## config.mk

```make
export PLATFORM = sky130hd
export DESIGN_NAME = cie_core
export DESIGN_NICKNAME = d
export VERILOG_FILES = /design/src/cie_pkg.sv /design/src/cie_core.sv
export SDC_FILE = /design/constraint.sdc
export NUM_CORES = 1
export LEC_CHECK = 0
export ABC_CLOCK_PERIOD_IN_PS = 21800
export BUFFER_PORTS_ARGS = -buffer_cell sky130_fd_sc_hd__buf_4
export CAP_MARGIN = 10
export CORE_MARGIN = 2
export CORE_UTILIZATION = 55
export CTS_CLUSTER_DIAMETER = 100
export DETAILED_ROUTE_END_ITERATION = 8
export PLACE_DENSITY = 0.71
export SYNTH_ARGS = -nofsm -noshare
export SYNTH_HDL_FRONTEND = slang
export SYNTH_SLANG_ARGS = --single-unit
```

## constraint.sdc

```tcl
create_clock -name mclk -period 21.8 [get_ports mclk]
set_input_delay 1.09 -clock mclk [delete_from_list [all_inputs] [get_ports mclk]]
set_output_delay 1.09 -clock mclk [all_outputs]
set_load 0.005 [all_outputs]
```

## src/cie_pkg.sv

```systemverilog
// constants and types shared by the instruction execute subset
package cie_pkg;
    localparam int unsigned CIE_DATA_W = 8;
    localparam int unsigned CIE_FADDR_W = 7;
    localparam int unsigned CIE_PC_W = 15;
    localparam int unsigned CIE_LATCH_W = 7;
    localparam int unsigned CIE_STACK_DEPTH = 16;
    localparam int unsigned CIE_SP_W = 4;
    localparam int unsigned CIE_FILE_DEPTH = 128;
    // field positions of the call target
    localparam int unsigned CIE_PC_LO_MSB = 7;
    localparam int unsigned CIE_PC_HI_LSB = 8;
    // reset values
    localparam logic [7:0] CIE_W_RST = 8'h00;
    localparam logic [14:0] CIE_PC_RST = 15'h0000;
    localparam logic [3:0] CIE_SP_RST = 4'h0;
    localparam logic CIE_FLAG_N_RST = 1'b1;
    localparam logic CIE_Z_RST = 1'b0;
    // values used by the execute step
    localparam logic [7:0] CIE_BYTE_ZERO = 8'h00;
    localparam logic [7:0] CIE_BYTE_ONE = 8'h01;
    localparam logic [14:0] CIE_PC_STEP = 15'h0001;
    localparam logic [14:0] CIE_PC_SKIP = 15'h0002;
    localparam logic [3:0] CIE_SP_STEP = 4'h1;
    // destination select: 0 to working register, 1 back to the file
    localparam logic CIE_DEST_W = 1'b0;
    localparam logic CIE_DEST_F = 1'b1;

    typedef enum logic [2:0] {
        OP_NOP,
        OP_WATCHDOG_CLR,
        OP_CALL_VIA_W,
        OP_COMPLEMENT,
        OP_CLEAR_FILE,
        OP_CLEAR_WORKING,
        OP_DECREMENT,
        OP_DEC_SKIP
    } cie_op_e;

    typedef enum logic {
        ST_EXEC,
        ST_SECOND
    } cie_state_e;
endpackage

```

## src/cie_core.sv

```systemverilog
// execute step for watchdog clear, call via working, complement, clears and decrements
`timescale 1ns/1ns
`default_nettype none
module cie_core (
    input wire logic mclk,
    input wire logic nrst,
    input wire logic instr_valid,
    input wire cie_pkg::cie_op_e instr_op,
    input wire logic [cie_pkg::CIE_FADDR_W-1:0] file_addr,
    input wire logic dest_sel,
    input wire logic [cie_pkg::CIE_LATCH_W-1:0] pc_high_latch,
    input wire logic timeout_evt,
    input wire logic sleep_evt,
    input wire logic load_en,
    input wire logic [cie_pkg::CIE_FADDR_W-1:0] load_addr,
    input wire logic [cie_pkg::CIE_DATA_W-1:0] load_data,
    input wire logic [cie_pkg::CIE_FADDR_W-1:0] peek_addr,
    output logic [cie_pkg::CIE_DATA_W-1:0] peek_data_r,
    output logic [cie_pkg::CIE_DATA_W-1:0] w_r,
    output logic z_r,
    output logic timeout_flag_n_r,
    output logic powerdown_flag_n_r,
    output logic watchdog_clear_r,
    output logic [cie_pkg::CIE_PC_W-1:0] pc_r,
    output logic [cie_pkg::CIE_PC_W-1:0] stack_top_r,
    output logic [cie_pkg::CIE_SP_W-1:0] sp_r,
    output logic busy_r
);
    import cie_pkg::*;

    cie_state_e state_r;
    logic [CIE_DATA_W-1:0] file_mem [CIE_FILE_DEPTH];
    logic [CIE_PC_W-1:0] stack_mem [CIE_STACK_DEPTH];
    logic take;
    logic [CIE_DATA_W-1:0] operand;
    logic [CIE_DATA_W-1:0] result_nxt;
    logic has_result;
    logic to_file;
    logic to_w;
    logic z_upd;
    logic skip_nxt;
    logic [CIE_PC_W-1:0] pc_inc;

    // an instruction is taken only in the execute state; the second cycle refuses it
    assign take = instr_valid && (state_r == ST_EXEC);
    assign operand = file_mem[file_addr];
    assign pc_inc = pc_r + CIE_PC_STEP;

    // result of the file-oriented operations and where it goes
    always_comb begin
        result_nxt = CIE_BYTE_ZERO;
        has_result = 1'b0;
        z_upd = 1'b0;
        unique case (instr_op)
            OP_COMPLEMENT: begin
                result_nxt = ~operand;
                has_result = 1'b1;
                z_upd = 1'b1;
            end
            OP_DECREMENT: begin
                result_nxt = operand - CIE_BYTE_ONE;
                has_result = 1'b1;
                z_upd = 1'b1;
            end
            OP_DEC_SKIP: begin
                result_nxt = operand - CIE_BYTE_ONE;
                has_result = 1'b1;
            end
            OP_CLEAR_FILE: begin
                z_upd = 1'b1;
            end
            OP_CLEAR_WORKING: begin
                z_upd = 1'b1;
            end
            default: begin
                result_nxt = CIE_BYTE_ZERO;
            end
        endcase
    end

    assign to_file = take && ((has_result && dest_sel == CIE_DEST_F) || instr_op == OP_CLEAR_FILE);
    assign to_w = take && ((has_result && dest_sel == CIE_DEST_W) || instr_op == OP_CLEAR_WORKING);
    assign skip_nxt = take && instr_op == OP_DEC_SKIP && result_nxt == CIE_BYTE_ZERO;

    // file storage: the executing instruction wins over a load from outside
    always_ff @(posedge mclk) begin
        if (to_file) begin
            file_mem[file_addr] <= result_nxt;
        end else if (load_en) begin
            file_mem[load_addr] <= load_data;
        end
    end

    // registered peek keeps the output straight from a flop
    always_ff @(posedge mclk or negedge nrst) begin
        if (!nrst) begin
            peek_data_r <= CIE_BYTE_ZERO;
        end else begin
            peek_data_r <= file_mem[peek_addr];
        end
    end

    // working register
    always_ff @(posedge mclk or negedge nrst) begin
        if (!nrst) begin
            w_r <= CIE_W_RST;
        end else if (to_w) begin
            w_r <= result_nxt;
        end
    end

    // zero flag follows the result of complement and decrement; clears force it set
    always_ff @(posedge mclk or negedge nrst) begin
        if (!nrst) begin
            z_r <= CIE_Z_RST;
        end else if (take && z_upd) begin
            z_r <= (result_nxt == CIE_BYTE_ZERO);
        end
    end

    // timeout and powerdown flags; a hardware event in the same cycle beats the set
    always_ff @(posedge mclk or negedge nrst) begin
        if (!nrst) begin
            timeout_flag_n_r <= CIE_FLAG_N_RST;
            powerdown_flag_n_r <= CIE_FLAG_N_RST;
        end else begin
            if (timeout_evt) begin
                timeout_flag_n_r <= 1'b0;
            end else if (take && instr_op == OP_WATCHDOG_CLR) begin
                timeout_flag_n_r <= 1'b1;
            end
            if (sleep_evt) begin
                powerdown_flag_n_r <= 1'b0;
            end else if (take && instr_op == OP_WATCHDOG_CLR) begin
                powerdown_flag_n_r <= 1'b1;
            end
        end
    end

    // one-cycle clear to the watchdog, zeroing counter and prescaler together
    always_ff @(posedge mclk or negedge nrst) begin
        if (!nrst) begin
            watchdog_clear_r <= 1'b0;
        end else begin
            watchdog_clear_r <= take && instr_op == OP_WATCHDOG_CLR;
        end
    end

    // program counter and the second cycle of two-cycle instructions
    always_ff @(posedge mclk or negedge nrst) begin
        if (!nrst) begin
            pc_r <= CIE_PC_RST;
            state_r <= ST_EXEC;
            busy_r <= 1'b0;
        end else if (state_r == ST_SECOND) begin
            state_r <= ST_EXEC; // the inserted cycle does nothing else
            busy_r <= 1'b0;
        end else if (take) begin
            if (instr_op == OP_CALL_VIA_W) begin
                pc_r <= {pc_high_latch, w_r};
                state_r <= ST_SECOND;
                busy_r <= 1'b1;
            end else if (skip_nxt) begin
                pc_r <= pc_r + CIE_PC_SKIP;
                state_r <= ST_SECOND;
                busy_r <= 1'b1;
            end else begin
                pc_r <= pc_inc;
            end
        end
    end

    // return stack: circular, sixteen levels, overflow wraps silently
    always_ff @(posedge mclk) begin
        if (take && instr_op == OP_CALL_VIA_W) begin
            stack_mem[sp_r] <= pc_inc;
        end
    end

    always_ff @(posedge mclk or negedge nrst) begin
        if (!nrst) begin
            sp_r <= CIE_SP_RST;
            stack_top_r <= CIE_PC_RST;
        end else if (take && instr_op == OP_CALL_VIA_W) begin
            sp_r <= sp_r + CIE_SP_STEP;
            stack_top_r <= pc_inc;
        end
    end

    logic call_take;
    logic wdg_take;
    assign call_take = take && instr_op == OP_CALL_VIA_W;
    // back-to-back clears legally keep the pulse high, so the fall check must allow them
    assign wdg_take = take && instr_op == OP_WATCHDOG_CLR;

    AST_WDG_CLEAR: assert property (@(posedge mclk) disable iff (!nrst)
        take && instr_op == OP_WATCHDOG_CLR && !timeout_evt && !sleep_evt
        |=> watchdog_clear_r && timeout_flag_n_r && powerdown_flag_n_r
        ##1 (!watchdog_clear_r || $past(wdg_take)))
        else $error("watchdog clear did not pulse or set flags");
    AST_CALL_PUSH: assert property (@(posedge mclk) disable iff (!nrst)
        call_take |=> stack_top_r == $past(pc_inc) && sp_r == $past(sp_r) + CIE_SP_STEP
        && stack_mem[$past(sp_r)] == $past(pc_inc))
        else $error("call did not push pc plus one");
    AST_CALL_TARGET: assert property (@(posedge mclk) disable iff (!nrst)
        call_take |=> pc_r == {$past(pc_high_latch), $past(w_r)})
        else $error("call target wrong");
    AST_CALL_TWO: assert property (@(posedge mclk) disable iff (!nrst)
        call_take |=> busy_r && $stable(z_r) ##1 !busy_r && $stable(z_r))
        else $error("call not two cycles or flag changed");
    AST_COMPLEMENT: assert property (@(posedge mclk) disable iff (!nrst)
        take && instr_op == OP_COMPLEMENT && dest_sel == CIE_DEST_W
        |=> w_r == ~$past(operand) && z_r == (w_r == CIE_BYTE_ZERO))
        else $error("complement to working wrong");
    AST_CLEAR_FILE: assert property (@(posedge mclk) disable iff (!nrst)
        take && instr_op == OP_CLEAR_FILE |=> z_r && file_mem[$past(file_addr)] == CIE_BYTE_ZERO)
        else $error("clear file wrong");
    AST_CLEAR_W: assert property (@(posedge mclk) disable iff (!nrst)
        take && instr_op == OP_CLEAR_WORKING |=> z_r && w_r == CIE_BYTE_ZERO)
        else $error("clear working wrong");
    AST_DECREMENT: assert property (@(posedge mclk) disable iff (!nrst)
        take && instr_op == OP_DECREMENT && dest_sel == CIE_DEST_W
        |=> w_r == $past(operand) - CIE_BYTE_ONE && !busy_r)
        else $error("decrement to working wrong");
    AST_DEC_SKIP: assert property (@(posedge mclk) disable iff (!nrst)
        take && instr_op == OP_DEC_SKIP && operand == CIE_BYTE_ONE
        |=> busy_r && $stable(z_r) && pc_r == $past(pc_r) + CIE_PC_SKIP ##1 !busy_r)
        else $error("decrement skip did not insert a nop");
    AST_ZERO_FLAG: assert property (@(posedge mclk) disable iff (!nrst)
        take && instr_op == OP_DECREMENT && dest_sel == CIE_DEST_F
        |=> z_r == (file_mem[$past(file_addr)] == CIE_BYTE_ZERO))
        else $error("zero flag does not match stored result");

    COV_CALL: cover property (@(posedge mclk) disable iff (!nrst) call_take ##2 take);
    COV_SKIP: cover property (@(posedge mclk) disable iff (!nrst) skip_nxt);
    COV_WDG: cover property (@(posedge mclk) disable iff (!nrst) watchdog_clear_r);
    COV_DEC_ZERO: cover property (@(posedge mclk) disable iff (!nrst)
        take && instr_op == OP_DECREMENT && result_nxt == CIE_BYTE_ZERO);
endmodule // cie_core
`default_nettype wire

```

==> flow_summary_export.csv <==
group,metric,value,unit
logic_synthesis,synth_top_cell_area_share,0.6028,
sta,setup_slack,14.91,ns
finish,synthToLayoutAreaGrowth,11.07,%
grt,grt_pass1_vias,28728,
routing,top_layer,"met5",
power,finalPower,0.004839,W
logic_synthesis,synth_top_family_by_area,"multiplexers",
clocking,clk_pin_slew,0.06,ns
logic_synthesis,synth_xor_area_frac,0.003605,
grt,grt_start_max_net_pins,129,
clocking,postCtsHoldBufs,0,
worst_setup_path,cp-end-kind,"flip-flop",
sta,slew_headroom,0.1260,
routing,wl_per_cell,35.84,µm
logic_synthesis,synth_area_leaders,"edfxtp_1 (60%), mux4_2 (28%), dfrtp_1 (2.6%)",
logic_synthesis,synth_fp_nets,2603,
sta,slew_viol_final,0,
floorplanning,std_cell_rows,111,
floorplanning,core_area,91800,µm²
worst_setup_path,worst-endpoint-arrival,7.47,ns
floorplanning,die_w,308.6,µm
logic_synthesis,synth_simple_gate_area_frac,0.03458,
logic_synthesis,yosys.area.top_type,"edfxtp_1",
logic_synthesis,yosys.area_share.adder,0.0009810,
clocking,cts-htree-levels,3,
clocking,cts.sinks,1080,
routing,first_pass_iters,6,
floorplanning,initial_core_util,0.5557,
floorplanning,boundaryPins,101,
placed_design,gp_congestion,0.9245,
clocking,postCtsSetupRepairBufs,0,
grt,grt_pass1_wl,204700,µm
clocking,cts_resized,0,
clocking,tritoncts,"done",
routing,routed-wl-met3,17230,µm
routing,wl_met2,66520,µm
sta,max_freq,0.1450,GHz
sta,setup_viol_count_final,0,
worst_setup_path,reg2reg_depth,12,
finish,instances_no_fill,3960,
worst_setup_path,criticalPathCategory,"input port to flip-flop",
logic_synthesis,yosysUniqueCellTypes,71,
grt,antenna_found_initial,4,
placed_design,dp_cells,3751,
sta,period_share,0.3163,
sta,fin_tns_setup,0,ns
power,power_density,85.39,nW/µm²
sta,skew,0.03861,ns
worst_setup_path,worstPathRequired,22.37,ns
min_path,worstHoldStart,"stack_top_r[11]",
worst_setup_path,worstReg2RegStart,"file_mem[23][2]",
flow_run,cap_violations,0,
grt,globalRouteTotalUtil,0.3040,
floorplanning,die_h,308.6,µm
min_path,min_to,"stack_top_r[11]",
grt,grt_overflow,0,
worst_setup_path,start_kind,"input port",
clocking,root_buffer,"clkbuf_16",
routing,viasPerCell,7.180,
logic_synthesis,yosys_most_used_dff,"edfxtp_1",
logic_synthesis,async_reset_ff_frac,0.05185,
routing,wl_met1,51150,µm
sta,hold_violations,0,
min_path,hold_class,"flip-flop to flip-flop",
clocking,cts_max_path_buffers,3,
placed_design,place_hpwl,89930,µm
logic_synthesis,synthCells,2553,
logic_synthesis,ys.warnings.count,0,
min_path,holdPathStages,2,
outcome,status,"finished clean",
logic_synthesis,synth_edf_count,1024,
logic_synthesis,syn-cell-area,51020,µm²
placed_design,port_buffers,100,
worst_setup_path,rr_endpoint,"pc_r[5]",
worst_setup_path,worstPathMaxFanout,72,
power,p_leak,17.94,nW
clocking,cts_made_buffers,109,
finish,drive_above_1_share,0.3621,
logic_synthesis,synth-seq-cells,1080,
routing,num_vias,28431,
sta,rsz0062_at_grt,"no",
routing,antenna_left,0,
logic_synthesis,synth-seq-area-share,0.6303,
floorplanning,die-area,95210,µm²
sta,tightest_slew,1.311,ns
finish,finalNetCount,2675,
logic_synthesis,synth-compound-area-share,0.02195,
routing,drc,0,
sta,min_period,6.895,ns
worst_setup_path,rrSetupSlack,16.86,ns
clocking,insertion_delay,0.69,ns
logic_synthesis,avgSynthCellArea,19.98,µm²
power,vdd_drop_max,67.58,µV
routing,wirelength,141900,µm
placed_design,pre_cts_ws,14.07,ns
logic_synthesis,synth.area.mux_share,0.2888,
routing,drtIter0Drc,4074,
[sequential cells by signal (all words and copies together) (netlist names)]
| name | cells |
|---|---|
| powerdown_flag_n_r | 1 |
| busy_r | 1 |
| stack_top_r | 15 |
| z_r | 1 |
| pc_r | 15 |
| watchdog_clear_r | 1 |
| w_r | 8 |
| timeout_flag_n_r | 1 |
| peek_data_r | 8 |
| file_mem | 1024 |
| sp_r | 4 |
| state_r | 1 |
[cells in the final DEF, fill, tap and decap left out, types with 10 or more instances in the layout]
master     netlist  final
a22oi_1         18     18
nand3_1         15     15
edfxtp_1      1024   1024
o22ai_1         27     27
mux2i_1         41     41
dfrtp_1         54     54
buf_4           14    141
clkinv_2         0     22
clkinv_1         1     24
nor2_1         176    174
mux2_2          16     15
a21oi_1         26     22
clkbuf_16        0    111
nor4_1          10     10
nand2b_1        17     16
nand2_1         97     96
inv_1           15     15
a31oi_1         13     13
a211oi_1        11     11
clkbuf_1        99     14
mux4_2         624    624
bufinv_16        0     16
o21ai_0         28     28
xnor2_1         12     12
[stage by stage]
| step | hold WS, ns | utilization | cell area [µm²] |
|---|---|---|---|
| 2_1_floorplan | 0.4684 | - | 51020 |
| 3_3_place_gp | 0.4639 | 0.5759 | 52870 |
| 3_5_place_dp | 0.4718 | 0.5759 | 52870 |
| 4_1_cts | 0.4848 | 0.6156 | 56510 |
| 5_1_grt | 0.5076 | 0.6172 | 56660 |
| 6_report | 0.4775 | 0.6172 | 56660 |
[cells by family after synthesis]
| logic type | count (synthesis) |
|---|---|
| mux | 685 |
| compound gates | 168 |
| buf+inv | 210 |
| flops | 1080 |
| simple gates | 385 |
| xor+xnor | 21 |
| fa+ha+maj | 4 |
[report_power, final]
group / total [W] / switching [W] / internal [W]
Combinational: 0.000533 / 0.000315 / 0.000217
Clock: 0.00192 / 0.000799 / 0.00112
Sequential: 0.00239 / 0.0000335 / 0.00235
Total: 0.00484 / 0.00115 / 0.00369
[worst max path at each step]
stage / startpoint / to / slack [ns]
floorplan: file_addr[2] / file_mem[0][4] / 13.34
CTS: file_addr[0] / file_mem[67][7] / 14.78
global placement: file_addr[0] / file_mem[79][7] / 14.29
finish: file_addr[2] / pc_r[5] / 14.91
global route: file_addr[0] / pc_r[12] / 14.46
detailed placement: file_addr[0] / file_mem[79][7] / 14.07
[Yosys cell counts, drive strengths merged (8+ instances only)]
master,count
inv,16
a22oi,18
nor2,177
o21ai,29
a31oi,13
a211oi,11
o22ai,27
nand2,98
nor4,11
clkbuf,99
edfxtp,1024
mux4,627
xnor2,12
nand3b,8
and2,9
nand2b,17
nor2b,8
mux2,16
o211ai,9
a21oi,26
nand3,15
mux2i,42
buf,94
xor2,9
dfrtp,54
[critical path, stage by stage]
cell      delay, ns
buf_8          0.44
buf_4          0.74
buf_4          0.85
mux4_2         0.41
mux4_2         0.58
mux4_2         0.48
mux2i_1        0.28
ha_1           0.29
and2_1         0.20
a211oi_1       0.12
or3_4          0.42
or4_1          0.68
nand2b_1       0.37
a211oi_1       0.14
a211oi_1       0.25
[per-layer routing]
metal  global-route usage  vias to the layer above
met4               0.1314                       10
met2               0.4652                     1936
met5                    0                        -
met1               0.4157                    15008
met3              0.08482                      353
li1                     -                    11124
[final cells by class]
cell class | instances | area [µm²]
diodes | 2 | 5.005
clock buffers | 125 | 2830
clock inverters | 76 | 813.3
fillers | 6259 | 35140
inverters | 17 | 66.31
multi-input cells | 1263 | 17930
flip-flops and latches | 1080 | 32150
well taps | 1243 | 1555
repair buffers | 154 | 1315
Note: power is estimated with default switching activity, not from simulation.
